--- src/pkg/liu_regs_consts.vh ---
// register offsets, field positions and reset values of the host register bank
`ifndef LIU_REGS_CONSTS_VH
`define LIU_REGS_CONSTS_VH
`define ADR_IDENTITY      5'h00
`define ADR_ANALOG_LOOP   5'h01
`define ADR_REMOTE_LOOP   5'h02
`define ADR_ALL_ONES_TX   5'h03
`define ADR_SIG_ABSENT    5'h04
`define ADR_DRV_FAULT     5'h05
`define ADR_SA_IRQ_EN     5'h06
`define ADR_DF_IRQ_EN     5'h07
`define ADR_SA_IRQ_FLG    5'h08
`define ADR_DF_IRQ_FLG    5'h09
`define ADR_SOFT_RESET    5'h0A
`define ADR_MON_SEL       5'h0B
`define ADR_DIG_LOOP      5'h0C
`define ADR_ALARM_MODE    5'h0D
`define ADR_AUTO_ONES     5'h0E
`define ADR_GLOBAL_CTL    5'h0F
`define ADR_LEN_CHAN      5'h10
`define ADR_LEN_DATA      5'h11
`define ADR_OUT_DIS       5'h12
`define ADR_AIS_STAT      5'h13
`define ADR_AIS_IRQ_EN    5'h14
`define ADR_AIS_IRQ_FLG   5'h15
`define ADR_WAVE_BCAST    5'h16
`define ADR_WAVE_PH_ADR   5'h17
`define ADR_WAVE_PH_DAT   5'h18
`define ADR_WAVE_EN       5'h19
`define ADR_WAVE_OV_EN    5'h1A
`define ADR_WAVE_OV_FLG   5'h1B
`define ADR_CLK_REC_EN    5'h1E
`define ADR_WIDTH         5
`define ID_PART_MSB       7
`define ID_PART_LSB       4
`define ID_REV_MSB        3
`define ID_REV_LSB        0
`define MON_SEL_MASK      8'h0F
`define LEN_CHAN_MASK     8'h07
`define LEN_DATA_MASK     8'h1F
`define WAVE_DAT_MASK     8'h7F
`define REG_RESET         8'h00
`endif

--- src/design/line_interface_host_register_bank.v ---
// host-mode register bank of an eight channel line interface
`timescale 1ns/1ps
// overview: the host port front end hands this bank one strobe per
// access, already cut down to a single clock cycle.  a read is answered
// one cycle later on reg_rdata_o together with reg_rvalid_o; a write
// lands on the edge that takes it, and the channel controls follow one
// cycle after that, since every top-level output comes from a flop.
//
// only the low five address bits are decoded, so the upper three are
// don't-care inside the bank even though the host keeps them at zero.
// addresses without a register, and reserved bits, read back as zero.
//
// status registers are copies of the line-side levels, one cycle late.
// each change flag register is sticky: any edge of its status bit sets
// it and a host read of that flag register clears it.  an event in the
// very cycle of the read wins over the clear, so none is ever lost in
// the gap between reading the flags and clearing them.
//
// a write of any value to the reset register returns every register,
// status copy and flag to zero on the edge that takes the write; the
// channel outputs follow one cycle later, like after any other write.
//
// outside host mode every strobe is dropped before decode: no access
// changes a register and no read answer appears, while the stored settings keep
// driving the channels.
//
// register groups: per-channel controls (loopbacks, all-ones, output
// disable, waveform and clock recovery enables) feed the channel outputs;
// status copies and change flags come from the line side; the line
// length pair is a selector and an eight-slot store behind one address;
// the identity register is a constant built from two parameters.
//
// limitation: no interrupt pin is driven here; the enable and flag
// registers are read back by the host; beyond that only the overflow enables act, gating their flags.
//
`include "liu_regs_consts.vh"

module line_interface_host_register_bank #(
  parameter [3:0] PART_NIBBLE = 4'h5,  // identity nibble, value arbitrary
  parameter [3:0] REVISION    = 4'h1   // revision field, value arbitrary
) (
  // clock and reset
  input  wire       clk_sys_i,
  input  wire       rstn_i,
  // mode strap: high while in host mode
  // low drops every read and write strobe
  input  wire       host_mode_i,
  // register access from host port front end
  // one-cycle strobes, address and data valid with them
  input  wire       reg_wr_i,
  input  wire       reg_rd_i,
  input  wire [7:0] reg_addr_i,
  input  wire [7:0] reg_wdata_i,
  output reg  [7:0] reg_rdata_o,
  output reg        reg_rvalid_o,
  // per-channel status from the line side
  // plain levels, sampled on every clock edge
  input  wire [7:0] signal_absent_i,
  input  wire [7:0] driver_fault_i,
  input  wire [7:0] alarm_ind_i,
  input  wire [7:0] wave_overflow_i,
  // control to the channels
  // each a registered copy of its control register; soft_reset_o is a registered copy of the reset register write strobe
  output reg  [7:0] analog_loop_o,
  output reg  [7:0] remote_loop_o,
  output reg  [7:0] all_ones_tx_o,
  output reg  [7:0] digital_loop_o,
  output reg  [7:0] output_disable_o,
  output reg  [7:0] wave_enable_o,
  output reg  [7:0] clock_recovery_o,
  output reg  [3:0] monitor_select_o,
  output reg        soft_reset_o
);

  // every register is eight bits wide; masked ones keep their reserved
  // bits at zero so the read multiplexer needs no masks of its own
  // read/write control registers
  reg [7:0] analog_loop_q;    // per-channel analog loopback
  reg [7:0] remote_loop_q;    // per-channel remote loopback
  reg [7:0] all_ones_q;       // per-channel all-ones transmit
  reg [7:0] sa_en_q;          // signal-absent irq enables
  reg [7:0] df_en_q;          // driver-fault irq enables
  reg [7:0] mon_sel_q;        // monitor channel select
  reg [7:0] dig_loop_q;       // digital loopback
  reg [7:0] alarm_mode_q;     // alarm mode enable
  reg [7:0] auto_ones_q;      // automatic all-ones
  reg [7:0] global_q;         // global control
  reg [7:0] len_chan_q;       // line length channel selector
  reg [7:0] out_dis_q;        // output disable
  reg [7:0] ais_en_q;         // alarm indication irq enables
  reg [7:0] wave_bcast_q;     // waveform broadcast
  reg [7:0] wave_ph_adr_q;    // waveform phase address
  reg [7:0] wave_ph_dat_q;    // waveform phase sample
  reg [7:0] wave_en_q;        // waveform generator enables
  reg [7:0] wave_ov_en_q;     // waveform overflow irq enables
  reg [7:0] clk_rec_q;        // clock recovery enables
  // one line length setting per channel; the selector picks which one
  reg [7:0] len_data_q [0:7];
  // status samples and change flags
  // the status copies double as the previous value for edge detection
  reg [7:0] sa_stat_q;        // signal absent status
  reg [7:0] df_stat_q;        // driver fault status
  reg [7:0] ais_stat_q;       // alarm indication status
  reg [7:0] sa_flg_q;         // signal-absent change flags
  reg [7:0] df_flg_q;         // driver-fault change flags
  reg [7:0] ais_flg_q;        // alarm indication change flags
  reg [7:0] wave_ov_flg_q;    // waveform overflow flags

  // decoded address: upper three bits are ignored
  wire [4:0] adr = reg_addr_i[4:0];
  // accesses only count in host mode
  // gating the strobes here, before any decode, means that no write
  // branch and no read side effect needs its own mode check
  wire       wr  = reg_wr_i & host_mode_i;
  wire       rd  = reg_rd_i & host_mode_i;
  // a write to the reset register clears everything
  // the data byte is ignored: any value written counts as a reset
  wire       sw_rst = wr & (adr == `ADR_SOFT_RESET);
  // hardware and software reset share one synchronous clear, so the
  // two can never leave the registers in different states
  wire       clr    = ~rstn_i | sw_rst;

  // write strobe for one address
  // one compare per register keeps every write branch the same shape
  function wr_hit;
    input [4:0] a;
    input [4:0] target;
    input       w;
    begin
      wr_hit = w & (a == target);
    end
  endfunction

  // read strobe for one flag register; reading clears its flags
  // these are the only reads with a side effect; all other reads are
  // free of state changes and may be repeated at will
  wire rd_sa_flg  = rd & (adr == `ADR_SA_IRQ_FLG);
  wire rd_df_flg  = rd & (adr == `ADR_DF_IRQ_FLG);
  wire rd_ais_flg = rd & (adr == `ADR_AIS_IRQ_FLG);
  wire rd_wov_flg = rd & (adr == `ADR_WAVE_OV_FLG);

  // control register writes; read-only addresses have no write branch
  always @(posedge clk_sys_i) begin
    if (clr) begin
      analog_loop_q <= `REG_RESET;
      remote_loop_q <= `REG_RESET;
      all_ones_q    <= `REG_RESET;
      sa_en_q       <= `REG_RESET;
      df_en_q       <= `REG_RESET;
      mon_sel_q     <= `REG_RESET;
      dig_loop_q    <= `REG_RESET;
      alarm_mode_q  <= `REG_RESET;
      auto_ones_q   <= `REG_RESET;
      global_q      <= `REG_RESET;
      len_chan_q    <= `REG_RESET;
      out_dis_q     <= `REG_RESET;
      ais_en_q      <= `REG_RESET;
      wave_bcast_q  <= `REG_RESET;
      wave_ph_adr_q <= `REG_RESET;
      wave_ph_dat_q <= `REG_RESET;
      wave_en_q     <= `REG_RESET;
      wave_ov_en_q  <= `REG_RESET;
      clk_rec_q     <= `REG_RESET;
      // every line length slot is cleared, not only the selected one
      len_data_q[0] <= `REG_RESET;
      len_data_q[1] <= `REG_RESET;
      len_data_q[2] <= `REG_RESET;
      len_data_q[3] <= `REG_RESET;
      len_data_q[4] <= `REG_RESET;
      len_data_q[5] <= `REG_RESET;
      len_data_q[6] <= `REG_RESET;
      len_data_q[7] <= `REG_RESET;
    end else begin
      // loopback and all-ones controls, one bit per channel
      if (wr_hit(adr, `ADR_ANALOG_LOOP, wr)) begin
        analog_loop_q <= reg_wdata_i;
      end
      if (wr_hit(adr, `ADR_REMOTE_LOOP, wr)) begin
        remote_loop_q <= reg_wdata_i;
      end
      if (wr_hit(adr, `ADR_ALL_ONES_TX, wr)) begin
        all_ones_q <= reg_wdata_i;
      end
      // interrupt enables are kept for the host only; no pin is driven
      // from them inside this bank
      if (wr_hit(adr, `ADR_SA_IRQ_EN, wr)) begin
        sa_en_q <= reg_wdata_i;
      end
      if (wr_hit(adr, `ADR_DF_IRQ_EN, wr)) begin
        df_en_q <= reg_wdata_i;
      end
      // reserved upper bits are dropped so that they always read zero
      if (wr_hit(adr, `ADR_MON_SEL, wr)) begin
        mon_sel_q <= reg_wdata_i & `MON_SEL_MASK;
      end
      // further per-channel and global settings, stored as written
      if (wr_hit(adr, `ADR_DIG_LOOP, wr)) begin
        dig_loop_q <= reg_wdata_i;
      end
      if (wr_hit(adr, `ADR_ALARM_MODE, wr)) begin
        alarm_mode_q <= reg_wdata_i;
      end
      if (wr_hit(adr, `ADR_AUTO_ONES, wr)) begin
        auto_ones_q <= reg_wdata_i;
      end
      if (wr_hit(adr, `ADR_GLOBAL_CTL, wr)) begin
        global_q <= reg_wdata_i;
      end
      // the selector must be written before the data register below;
      // a data write always lands in the slot chosen at that moment
      if (wr_hit(adr, `ADR_LEN_CHAN, wr)) begin
        len_chan_q <= reg_wdata_i & `LEN_CHAN_MASK;
      end
      // data lands in the slot of the selected channel
      if (wr_hit(adr, `ADR_LEN_DATA, wr)) begin
        len_data_q[len_chan_q[2:0]] <= reg_wdata_i & `LEN_DATA_MASK;
      end
      // output disable and alarm indication enables
      if (wr_hit(adr, `ADR_OUT_DIS, wr)) begin
        out_dis_q <= reg_wdata_i;
      end
      if (wr_hit(adr, `ADR_AIS_IRQ_EN, wr)) begin
        ais_en_q <= reg_wdata_i;
      end
      // waveform generator settings; only the sample keeps a mask,
      // as its top bit is reserved
      if (wr_hit(adr, `ADR_WAVE_BCAST, wr)) begin
        wave_bcast_q <= reg_wdata_i;
      end
      if (wr_hit(adr, `ADR_WAVE_PH_ADR, wr)) begin
        wave_ph_adr_q <= reg_wdata_i;
      end
      if (wr_hit(adr, `ADR_WAVE_PH_DAT, wr)) begin
        wave_ph_dat_q <= reg_wdata_i & `WAVE_DAT_MASK;
      end
      if (wr_hit(adr, `ADR_WAVE_EN, wr)) begin
        wave_en_q <= reg_wdata_i;
      end
      if (wr_hit(adr, `ADR_WAVE_OV_EN, wr)) begin
        wave_ov_en_q <= reg_wdata_i;
      end
      // clock recovery enables, one bit per channel
      if (wr_hit(adr, `ADR_CLK_REC_EN, wr)) begin
        clk_rec_q <= reg_wdata_i;
      end
    end
  end

  // status sampling and sticky change flags; a new change beats the read clear
  // the status copies give the flags a clean one-cycle history of each
  // input; a change is the xor of that copy and the present input
  always @(posedge clk_sys_i) begin
    if (clr) begin
      sa_stat_q     <= `REG_RESET;
      df_stat_q     <= `REG_RESET;
      ais_stat_q    <= `REG_RESET;
      sa_flg_q      <= `REG_RESET;
      df_flg_q      <= `REG_RESET;
      ais_flg_q     <= `REG_RESET;
      wave_ov_flg_q <= `REG_RESET;
    end else begin
      sa_stat_q  <= signal_absent_i;
      df_stat_q  <= driver_fault_i;
      ais_stat_q <= alarm_ind_i;
      // flags record any edge of the sampled status
      // the xor is one for exactly one cycle per edge, and the or keeps
      // the flag set until its register is read
      sa_flg_q  <= (rd_sa_flg ? 8'h00 : sa_flg_q) | (sa_stat_q ^ signal_absent_i);
      df_flg_q  <= (rd_df_flg ? 8'h00 : df_flg_q) | (df_stat_q ^ driver_fault_i);
      ais_flg_q <= (rd_ais_flg ? 8'h00 : ais_flg_q) | (ais_stat_q ^ alarm_ind_i);
      // overflow flags only latch while enabled
      // a disabled channel never latches, so enabling it later does not
      // bring up an overflow that happened while it was off
      wave_ov_flg_q <= (rd_wov_flg ? 8'h00 : wave_ov_flg_q)
                       | (wave_overflow_i & wave_ov_en_q);
    end
  end

  // read multiplexer; unmapped and reserved addresses read zero
  // built from the flops only: a write lands on the edge, so a read in
  // the next cycle already sees the new value
  reg [7:0] rdata_d;
  always @* begin
    rdata_d = 8'h00;
    case (adr)
      `ADR_IDENTITY:    rdata_d = {PART_NIBBLE, REVISION};
      `ADR_ANALOG_LOOP: rdata_d = analog_loop_q;
      `ADR_REMOTE_LOOP: rdata_d = remote_loop_q;
      `ADR_ALL_ONES_TX: rdata_d = all_ones_q;
      `ADR_SIG_ABSENT:  rdata_d = sa_stat_q;
      `ADR_DRV_FAULT:   rdata_d = df_stat_q;
      `ADR_SA_IRQ_EN:   rdata_d = sa_en_q;
      `ADR_DF_IRQ_EN:   rdata_d = df_en_q;
      `ADR_SA_IRQ_FLG:  rdata_d = sa_flg_q;
      `ADR_DF_IRQ_FLG:  rdata_d = df_flg_q;
      // the reset register stores nothing and reads as zero
      `ADR_SOFT_RESET:  rdata_d = 8'h00;
      `ADR_MON_SEL:     rdata_d = mon_sel_q;
      `ADR_DIG_LOOP:    rdata_d = dig_loop_q;
      `ADR_ALARM_MODE:  rdata_d = alarm_mode_q;
      `ADR_AUTO_ONES:   rdata_d = auto_ones_q;
      `ADR_GLOBAL_CTL:  rdata_d = global_q;
      `ADR_LEN_CHAN:    rdata_d = len_chan_q;
      // the data register shows the slot of the selected channel
      `ADR_LEN_DATA:    rdata_d = len_data_q[len_chan_q[2:0]];
      `ADR_OUT_DIS:     rdata_d = out_dis_q;
      `ADR_AIS_STAT:    rdata_d = ais_stat_q;
      `ADR_AIS_IRQ_EN:  rdata_d = ais_en_q;
      `ADR_AIS_IRQ_FLG: rdata_d = ais_flg_q;
      `ADR_WAVE_BCAST:  rdata_d = wave_bcast_q;
      `ADR_WAVE_PH_ADR: rdata_d = wave_ph_adr_q;
      `ADR_WAVE_PH_DAT: rdata_d = wave_ph_dat_q;
      `ADR_WAVE_EN:     rdata_d = wave_en_q;
      `ADR_WAVE_OV_EN:  rdata_d = wave_ov_en_q;
      `ADR_WAVE_OV_FLG: rdata_d = wave_ov_flg_q;
      `ADR_CLK_REC_EN:  rdata_d = clk_rec_q;
      default:          rdata_d = 8'h00;
    endcase
  end

  // registered outputs; a one-cycle late copy keeps every output on a flop
  // the price is one cycle of latency on each control, which the
  // channels do not notice; in return no output carries decode glitches
  // only the hardware reset clears these flops; a software reset reaches
  // the controls one cycle later through the cleared registers
  always @(posedge clk_sys_i) begin
    if (!rstn_i) begin
      reg_rdata_o      <= 8'h00;
      reg_rvalid_o     <= 1'b0;
      analog_loop_o    <= 8'h00;
      remote_loop_o    <= 8'h00;
      all_ones_tx_o    <= 8'h00;
      digital_loop_o   <= 8'h00;
      output_disable_o <= 8'h00;
      wave_enable_o    <= 8'h00;
      clock_recovery_o <= 8'h00;
      monitor_select_o <= 4'h0;
      soft_reset_o     <= 1'b0;
    end else begin
      // read data is zero outside an answer, so no stale byte lingers
      reg_rdata_o      <= rd ? rdata_d : 8'h00;
      reg_rvalid_o     <= rd;
      analog_loop_o    <= analog_loop_q;
      remote_loop_o    <= remote_loop_q;
      all_ones_tx_o    <= all_ones_q;
      digital_loop_o   <= dig_loop_q;
      output_disable_o <= out_dis_q;
      wave_enable_o    <= wave_en_q;
      clock_recovery_o <= clk_rec_q;
      monitor_select_o <= mon_sel_q[3:0];
      soft_reset_o     <= sw_rst;
    end
  end

  // limitation: loopback, all-ones and waveform outputs carry only the
  // stored settings; which of them takes precedence is up to the channels
  // limitation: alarm mode, automatic all-ones, global control, broadcast
  // and phase registers are stored and read back, but drive no output here
  // limitation: the pulse on soft_reset_o comes on the edge of the clear, one cycle before the channel controls read zero

endmodule

--- config.mk ---
export PLATFORM = sky130hd
export DESIGN_NAME = line_interface_host_register_bank
export DESIGN_NICKNAME = d
export VERILOG_FILES = /design/src/design/line_interface_host_register_bank.v
export VERILOG_INCLUDE_DIRS = /design/src /design/src/pkg
export SDC_FILE = /design/constraint.sdc
export NUM_CORES = 1
export LEC_CHECK = 0
export ABC_AREA = 1
export BUFFER_PORTS_ARGS = -buffer_cell sky130_fd_sc_hd__buf_2
export CORE_UTILIZATION = 63
export DETAILED_ROUTE_END_ITERATION = 8
export PLACE_DENSITY = 0.83
export SLEW_MARGIN = 0
export SYNTH_ARGS = -nofsm -noshare
export SYNTH_HDL_FRONTEND = slang
export SYNTH_SLANG_ARGS = --single-unit
export TNS_END_PERCENT = 10
--- constraint.sdc ---
create_clock -name clk_sys_i -period 4.2 [get_ports clk_sys_i]
set_input_delay 0.63 -clock clk_sys_i [delete_from_list [all_inputs] [get_ports clk_sys_i]]
set_output_delay 0.63 -clock clk_sys_i [all_outputs]
set_load 0.005 [all_outputs]
---- Yosys cells after proc, flatten, opt, wreduce, memory -nomap -nowiden ----
Memory sizes are Yosys's and may differ from the RTL's. A register that Yosys moved wholly into a read port is not among the register bits.
Index checks and enable logic that the tools add are counted.
word-level totals
  bits in registers ....................... 268
  bits in writable memories ............... 40
  logic and storage cells ................. 121
  memories ................................ 1
memories
  memory      words  width  rd ports  clocked after Yosys merged registers in  wr ports  RTL line                                text
  len_data_q  8      5      1         1                                        8         line_interface_host_register_bank.v:98  reg [7:0] len_data_q [0:7];
cells by class
  equality and inequality tests ........... 28
  mux-type cells .......................... 15
  bitwise gates (word level) .............. 37
  reductions and logical operators ........ 3
operator list
  operator                                                         number
  8-bit one-hot mux with 28 select lines                           1
  5-bit == test, second input constant                             13
  5-bit by 4-bit == test with 1-bit output, second input constant  8
  8-bit two-way mux                                                4
  8-bit OR                                                         4
  1-bit bitwise AND                                                27
  8-bit XOR                                                        3
  5-bit by 3-bit == test with 1-bit output, second input constant  4
  5-bit by 2-bit == test with 1-bit output, second input constant  2
  3-bit two-way mux                                                3
  8-bit bitwise AND                                                1
  1-bit two-way mux                                                6
  5-bit by 1-bit == test with 1-bit output, second input constant  1
  5-bit zero test                                                  1
  5-bit two-way mux                                                1
  5-bit OR reduction                                               1
  2-bit AND reduction                                              1
  1-bit inverter                                                   1
  1-bit OR                                                         1

---- Longest topological paths before layout ----
Gate-level depths: netlist (run 1).
  depth in word-level cells ............... 7
  depth in mapped cells ................... 11

---- Worst setup path after synthesis (run 1) ----
No wires, ideal clock.
  path type ............................... input to register
  from .................................... input port reg_addr_i[4]
  to ...................................... memory len_data_q[1][0] (netlist name) (enable)
  library setup time ...................... 0.313 ns
  arrival ................................. 1.754 ns
  slack ................................... 2.133 ns
  cell stages on the path ................. 7
  buffers on the path ..................... 1
  path through ............................ buf_2 > nand3_1 > nor2_2 > nand3_2 > nor2_2 > nand2_1 > nand2_1
RTL lines
  item                RTL line                                text
  start: declaration  line_interface_host_register_bank.v:52  input wire [7:0] reg_addr_i,
  end: declaration    line_interface_host_register_bank.v:98

==> impl_metrics.json, run 1 <==
{
  "outcome": "finished clean",
  "syn-mean-instance-area_sq_um": 7.53,
  "ioPinCount": 123,
  "antenna_found_initial": 0,
  "start_util_pct": 64.2,
  "worstReg2RegEnd": "reg_rdata_o[2]",
  "drc_errors": 0,
  "power.share.sequential_pct": 50.3,
  "final_layout_size_suffix_gt1_share_pct": 12.3,
  "final_cells": 2031,
  "ir_drop_mv": 0.332,
  "cts_tree": "built",
  "synthXorXnorAreaFrac_pct": 1.68,
  "ys_types": 23,
  "rows": 51,
  "swShare_pct": 22.2,
  "critPathKind": "in2reg",
  "dp_hpwl_mm": 23.4,
  "hold_depth": 3,
  "core_area_sq_um": 19500,
  "hold_buffers": 0,
  "antennaDiodeCount": 0,
  "ys_ff_latch": 311,
  "nets": 1798,
  "postSynthCellCount": 1660,
  "cts_made_buffers": 31,
  "grt_use_total_pct": 34.3,
  "rsz0062_at_grt": "no",
  "root_buffer": "clkbuf_16",
  "post_cts_resized": 0,
  "synthTopCellsByArea": "dfxtp_1 (43%), nand2_1 (13%), edfxtp_1 (9.6%)",
  "synthMuxAreaShare_pct": 0,
  "final.fill_count": 1521,
  "internal-power_mw": 4.80,
  "synthAdderAreaFrac_pct": 0,
  "clockBufferDepth": 3,
  "p_per_area_nw_per_um2": 436,
  "path_clk_slew_ns": 0.06,
  "regMostFlops": "len_data_q",
  "largest_register_ffs": 40,
  "synth_fp_nets": 1713,
  "power_frac_comb_pct": 4.9,
  "area_delta_synth_final_pct": 13.4,
  "cts.htree.levels": 1,
  "syn_area_sq_um": 12500,
  "hold_class": "in2reg",
  "finalSetupViolations": 0,
  "critPathArrivalTime_ns": 2.76,
  "dr_total_vias": 11258,
  "worstHoldEndpoint": "ais_stat_q[4]",
  "cap_violations": 0,
  "die_y_um": 143,
  "crit_fanout": 28,
  "fin_crit_ns": 2.52,
  "grt_start_max_net_pins": 96,
  "cp-end-kind": "flip-flop",
  "hold_violations": 0,
  "power.switching_mw": 1.37,
  "ant_nets": 0,
  "die_w_um": 143,
  "synth_largest_area_cell": "dfxtp_1",
  "grt_pass1_vias": 10081,
  "synth-compound-area-share_pct": 11.5,
  "drt_iter0_markers": 1436,
  "setup_tns_ns": 0,
  "worstHoldStart": "alarm_ind_i[4]",
  "clock_latency_ns": 0.55,
  "clock_power_share_pct": 44.8,
  "power_leakage_nw": 6.67,
  "seq_area_sq_um": 6630,
  "dp.cells": 1977,
  "r2r_slack_ns": 1.84,
  "synthSimpleGateAreaFrac_pct": 26.4,
  "firstDrtPassIters": 6,
  "grt_pass1_wl_mm": 53.6,
  "wirelength_mm": 34.4,
  "portBuffers": 119,
  "yosys_warnings": 0,
  "synth_seq_area_share_pct": 53.0,
  "gp_congestion": 0.980,
  "yosysTopAreaCellShare_pct": 43.4,
  "multi_input_area_sq_um": 4950,
  "post_cts.repair.setup_buffers": 0,
  "slew_violations": 0,
  "fmax_mhz": 397,
  "synth_top_family_by_area": "simple AND/OR/NAND/NOR gates",
  "clock_skew_ns": 0.0111,
  "relSlewSlack_pct": 14.5,
  "dieArea_sq_um": 20400,
  "via_per_inst": 5.54,
  "cp_data_required_time_ns": 4.44,
  "tightest_slew_ns": 1.28,
  "r2r_cells": 9,
  "cts.sinks": 311,
  "avgRoutedWirePerCell_um": 17.0,
  "cp-start-kind": "input port",
  "gr-total-overflow": 0,
  "post-route-period-util_pct": 60.0
}
==> how the worst max path moves through the flow <==
| stage | startpoint | depth (start not counted) | endpoint | slack, ns |
|---|---|---|---|---|
| global route | reg_addr_i[4] | 9 | len_data_q[1][4] | 1.59 |
| floorplan | reg_addr_i[4] | 7 | len_data_q[1][0] | 2.13 |
| global placement | host_mode_i | 10 | len_data_q[1][4] | 1.32 |
| detailed placement | host_mode_i | 10 | len_data_q[1][3] | 1.20 |
| finish | host_mode_i | 10 | len_data_q[1][4] | 1.68 |
| CTS | host_mode_i | 10 | len_data_q[1][4] | 1.77 |
==> cells in the mapped netlist <==
master / n
o21ai_0: 120
clkbuf_1: 37
nor3_1: 1
edfxtp_1: 40
a21oi_1: 166
inv_2: 5
buf_2: 31
nand4_1: 10
nor2_4: 5
buf_4: 5
nand2_2: 14
nand3_2: 2
inv_1: 148
nor3_2: 1
nand3_1: 87
nor2_1: 228
a22oi_1: 1
nor2_2: 15
buf_1: 2
xnor2_1: 24
clkinv_1: 1
nand2_1: 446
dfxtp_1: 271
==> cell type report <==
class / count / share of cell area [%]
clock buffers: 43 / 6.29
clock inverters: 11 / 0.919
inverters: 154 / 4.08
multi-input cells: 1120 / 35.0
flip-flops and latches: 311 / 46.8
well taps: 265 / 2.34
repair buffers: 127 / 4.63
==> metrics by stage <==
stage	instance area, sq um	power (mW)	worst slack, ns	hold slack [ns]	util [%]
2_1_floorplan	12500	3.35	2.13	0.407	-
6_report	14200	6.17	1.68	0.304	72.8
3_3_place_gp	13100	3.45	1.32	0.421	67.5
4_1_cts	14200	6.16	1.77	0.300	72.8
3_5_place_dp	13100	3.46	1.20	0.418	67.5
5_1_grt	14200	6.33	1.59	0.298	72.8
==> layout by cell type (no fill, tap or decap) <==
master     instances
xnor2_1           24
nand3_2            2
nand4_1           10
edfxtp_1          40
a22oi_1            1
clkbuf_8           7
nand2_1          446
bufinv_16          3
nor3_1             1
nand2_2           14
clkbuf_16         31
nor2_2            15
dfxtp_1          271
clkinv_1           1
nor2_4             5
nor3_2             1
nor2_1           228
inv_2              5
a21oi_1          166
buf_4              8
inv_1            148
buf_2            119
clkinv_2           8
o21ai_0          120
nand3_1           87
clkbuf_1           5
==> power by group through the flow <==
stage          registers, mW  clock network [mW]  logic [mW]
3_5_place_dp            3.17                   0       0.293
3_3_place_gp            3.17                   0       0.287
5_1_grt                 3.11                2.90       0.329
6_report                3.10                2.76       0.303
2_1_floorplan           3.16                   0       0.190
4_1_cts                 3.10                2.76       0.295
==> logic make-up (layout without fill, tap and decap cells) <==
group / Yosys count / after routing
AND/OR/NAND/NOR: 809 / 809
flip-flops: 311 / 311
AO/OA/AOI/OAI: 287 / 287
buffers and inverters: 229 / 335
XOR/XNOR: 24 / 24
==> worst max-delay path, cell delays in order <==
cell and delay, ns:
buf_2 0.10, nand2_1 0.35, nor2_1 0.24, nand2_2 0.14, nand2_2 0.06, inv_2 0.37, nand3_2 0.20, nor2_2 0.22
nand2_1 0.19, nand2_1 0.24
==> layer usage <==
| layer | GRT usage [%] | up-vias | part of all wire [%] |
|---|---|---|---|
| met3 | 6.71 | 102 | 11 |
| met2 | 52.1 | 622 | 44 |
| met5 | 0 | - | 0 |
| met1 | 47.1 | 5125 | 40 |
| met4 | 16.0 | 0 | 4.3 |
| li1 | - | 5409 | - |
(Power assumes the default switching activity.)
==> run 2: changes to the inputs <==
--- a/config.mk
+++ b/config.mk
@@ -6,11 +6,11 @@
 export SDC_FILE = /design/constraint.sdc
 export NUM_CORES = 1
 export LEC_CHECK = 0
-export ABC_AREA = 1
+export ABC_AREA = 0
 export BUFFER_PORTS_ARGS = -buffer_cell sky130_fd_sc_hd__buf_2
-export CORE_UTILIZATION = 63
+export CORE_UTILIZATION = 53
 export DETAILED_ROUTE_END_ITERATION = 8
-export PLACE_DENSITY = 0.83
+export PLACE_DENSITY = 0.74
 export SLEW_MARGIN = 0
 export SYNTH_ARGS = -nofsm -noshare
 export SYNTH_HDL_FRONTEND = slang
==> constraint.sdc (replaced) <==
create_clock -name clk_sys_i -period 2.2 [get_ports clk_sys_i]
set_input_delay 0.33 -clock clk_sys_i [delete_from_list [all_inputs] [get_ports clk_sys_i]]
set_output_delay 0.33 -clock clk_sys_i [all_outputs]
set_load 0.005 [all_outputs]
==> impl_metrics.json, run 2 <==
{
  "outcome": "finished clean",
  "internal-power_mw": 9.24,
  "ir_drop_mv": 0.586,
  "worstReg2RegEnd": "reg_rdata_o[6]",
  "gp_congestion": 0.992,
  "cap_violations": 0,
  "firstDrtPassIters": 6,
  "critPathMaxStageDelay_ns": 0.49,
  "setup_tns_ns": 0,
  "swShare_pct": 23.6,
  "power.share.sequential_pct": 49.1,
  "critPathKind": "reg2reg",
  "cp-start-kind": "flip-flop",
  "r2r_slack_ns": 0.14,
  "antenna_found_initial": 2,
  "synth_fp_nets": 1359,
  "path_clk_slew_ns": 0.06,
  "power_frac_comb_pct": 6.8,
  "die_y_um": 158,
  "drt_iter0_markers": 1239,
  "synth-main-ff-cell": "dfxtp_1",
  "dieArea_sq_um": 24900,
  "rsz0062_at_grt": "no",
  "ioPinCount": 123,
  "dp_slack_ns": -0.109,
  "hold_class": "in2reg",
  "netlist_top_cells_count": "dfxtp_1 (271), nor2_1 (148), and2_1 (132)",
  "clockBufferDepth": 3,
  "final_cell_mix": "dfxtp_1 (271), nor2_1 (147), and2_1 (132), buf_2 (119), mux2i_1 (113)",
  "power_leakage_nw": 6.25,
  "power.switching_mw": 2.86,
  "worstHoldStart": "wave_overflow_i[2]",
  "root_buffer": "clkbuf_16",
  "synth_seq_area_share_pct": 51.5,
  "grt_pass1_vias": 10103,
  "critical_path_buf_inv_count": 2,
  "crit_chain": "mux4_2 -> nand3_1 -> o311ai_0 -> buf_4 -> a2111oi_0 -> buf_4 -> a31oi_1",
  "portBuffers": 119,
  "wirelength_mm": 42.2,
  "largest_register_ffs": 40,
  "critPathArrivalTime_ns": 2.52,
  "synth_largest_area_cell": "dfxtp_1",
  "synth-async-reset-ratio_pct": 0,
  "crit_fanout": 2,
  "cp_top_family": "compound AO/OA/AOI/OAI gates",
  "dp_hpwl_mm": 30.2,
  "layout_commonest_cell": "dfxtp_1",
  "hold_depth": 3,
  "cts_made_buffers": 31,
  "gr-total-overflow": 0,
  "synthTopCellsByArea": "dfxtp_1 (42%), edfxtp_1 (9.3%), mux2i_1 (8.8%)",
  "post_cts.repair.setup_buffers": 0,
  "avgRoutedWirePerCell_um": 22.9,
  "ys_types": 67,
  "crit_cells": 7,
  "clock_latency_ns": 0.59,
  "die_w_um": 158,
  "fmax_mhz": 485,
  "cts.sinks": 311,
  "slew_violations": 0,
  "r2r_cells": 7,
  "yosysTopAreaCellShare_pct": 42.2,
  "post-route-period-util_pct": 93.8,
  "syn-mean-instance-area_sq_um": 9.85,
  "syn_area_sq_um": 12900,
  "reg2reg_from": "global_q[6]",
  "p_per_area_nw_per_um2": 772,
  "via_per_inst": 5.92,
  "clock_skew_ns": 0.0273,
  "slowest_stage": "mux4_2",
  "fin_crit_ns": 2.06,
  "dr_total_vias": 10888,
  "synth_edf_count": 40,
  "cts_tree": "built",
  "ant_nets": 0,
  "core_area_sq_um": 23600,
  "postSynthCellCount": 1306,
  "start_util_pct": 54.5,
  "final.fill_count": 1832,
  "cp_common_cell": "buf_4",
  "hold_violations": 0,
  "tightest_slew_ns": 0.765,
  "synth_most_common_cell": "dfxtp_1",
  "regMostFlops": "len_data_q",
  "worstSetupStartpoint": "global_q[6]",
  "grt_start_max_net_pins": 96,
  "drc_errors": 0,
  "worstHoldEndpoint": "wave_ov_flg_q[2]",
  "ys_ff_latch": 311,
  "grt_use_total_pct": 34.4,
  "final_layout_size_suffix_gt1_share_pct": 21.7,
  "totalPowerFinal_mw": 12.1,
  "grt_pass1_wl_mm": 62.4,
  "yosys_warnings": 0,
  "relSlewSlack_pct": 49.0,
  "rows": 56,
  "nets": 1549,
  "cp-end-kind": "flip-flop",
  "area_delta_synth_final_pct": 21.8,
  "cts.htree.levels": 1,
  "clock_power_share_pct": 44.1,
  "setup_ws_ns": 0.137,
  "cp_data_required_time_ns": 2.66,
  "finalSetupViolations": 0
}
run 2: cell types whose count changed after synthesis, moves of 80 or more:
cell / before / now
mux2i_1: 0 / 113
nor2_1: 228 / 148
o21ai_0: 120 / 16
a21oi_1: 166 / 77
inv_1: 148 / 4
and2_1: 0 / 132
nand2_1: 446 / 79
run 2: worst max path at each step:
stage / end / slack (ns)
finish: reg_rdata_o[6] / 0.14
global placement: reg_rdata_o[2] / -0.17
floorplan: len_data_q[2][0] / 0.14
detailed placement: reg_rdata_o[2] / -0.11
CTS: reg_rdata_o[6] / 0.16
global route: reg_rdata_o[6] / 0.03
run 2: routing by layer:
metal  track usage [%]  wire, um
met5                 0         0
met4              11.8      1550
met3              6.95      4480
met2              52.8     18400
met1              48.0     17800
run 2: tightest hold or removal path: cells and delay by family:
kind	cells	cell delay [ns]
AOI/OAI and AO/OA	1	0.07
buffers and inverters	1	0.08
and+or+nand+nor	1	0.08
run 2: power by group through the flow:
stage | logic (mW) | clock network, mW | registers, mW
final | 0.821 | 5.33 | 5.94
after global routing | 0.867 | 5.63 | 5.95
after CTS | 0.799 | 5.38 | 5.94
after detailed placement | 0.764 | 0 | 6.06
after global placement | 0.756 | 0 | 6.06
after floorplan | 0.442 | 0 | 6.02
run 2: logic make-up after synthesis:
group	count (synthesis)	share of synthesized area, %
xor+xnor	24	1.63
simple gates	555	22.5
buf+inv	106	4.09
flops	311	51.5
mux	129	11.0
compound gates	181	9.27
run 2: metrics by stage:
stage / cell area [sq um] / utilization, % / cells / hold WS (ns)
finish: 15700 / 66.4 / 1839 / 0.0196
detailed placement: 14400 / 61.0 / 1760 / 0.449
global placement: 14400 / 61.0 / 1760 / 0.444
CTS: 15700 / 66.4 / 1838 / 0.00427
global route: 15700 / 66.4 / 1839 / 0.0125
floorplan: 12900 / - / 1306 / 0.434
run 2: area by class of cell:
cell class | count | area (sq um) | area share (%)
Tap cell | 319 | 399 | 2.55
Multi-Input combinational cell | 889 | 5740 | 36.6
Timing Repair Buffer | 259 | 1850 | 11.8
Sequential cell | 311 | 6630 | 42.3
Inverter | 4 | 15.0 | 0.0958
Antenna cell | 1 | 2.50 | 0.0160
Clock inverter | 9 | 100 | 0.639
Clock buffer | 47 | 941 | 6.00
run 2: repair_timing:
action	CTS	global route
hold buffers	22	0
resized for setup	0	0
setup endpoints to repair	0	0
endpoints found under the hold margin	22	0
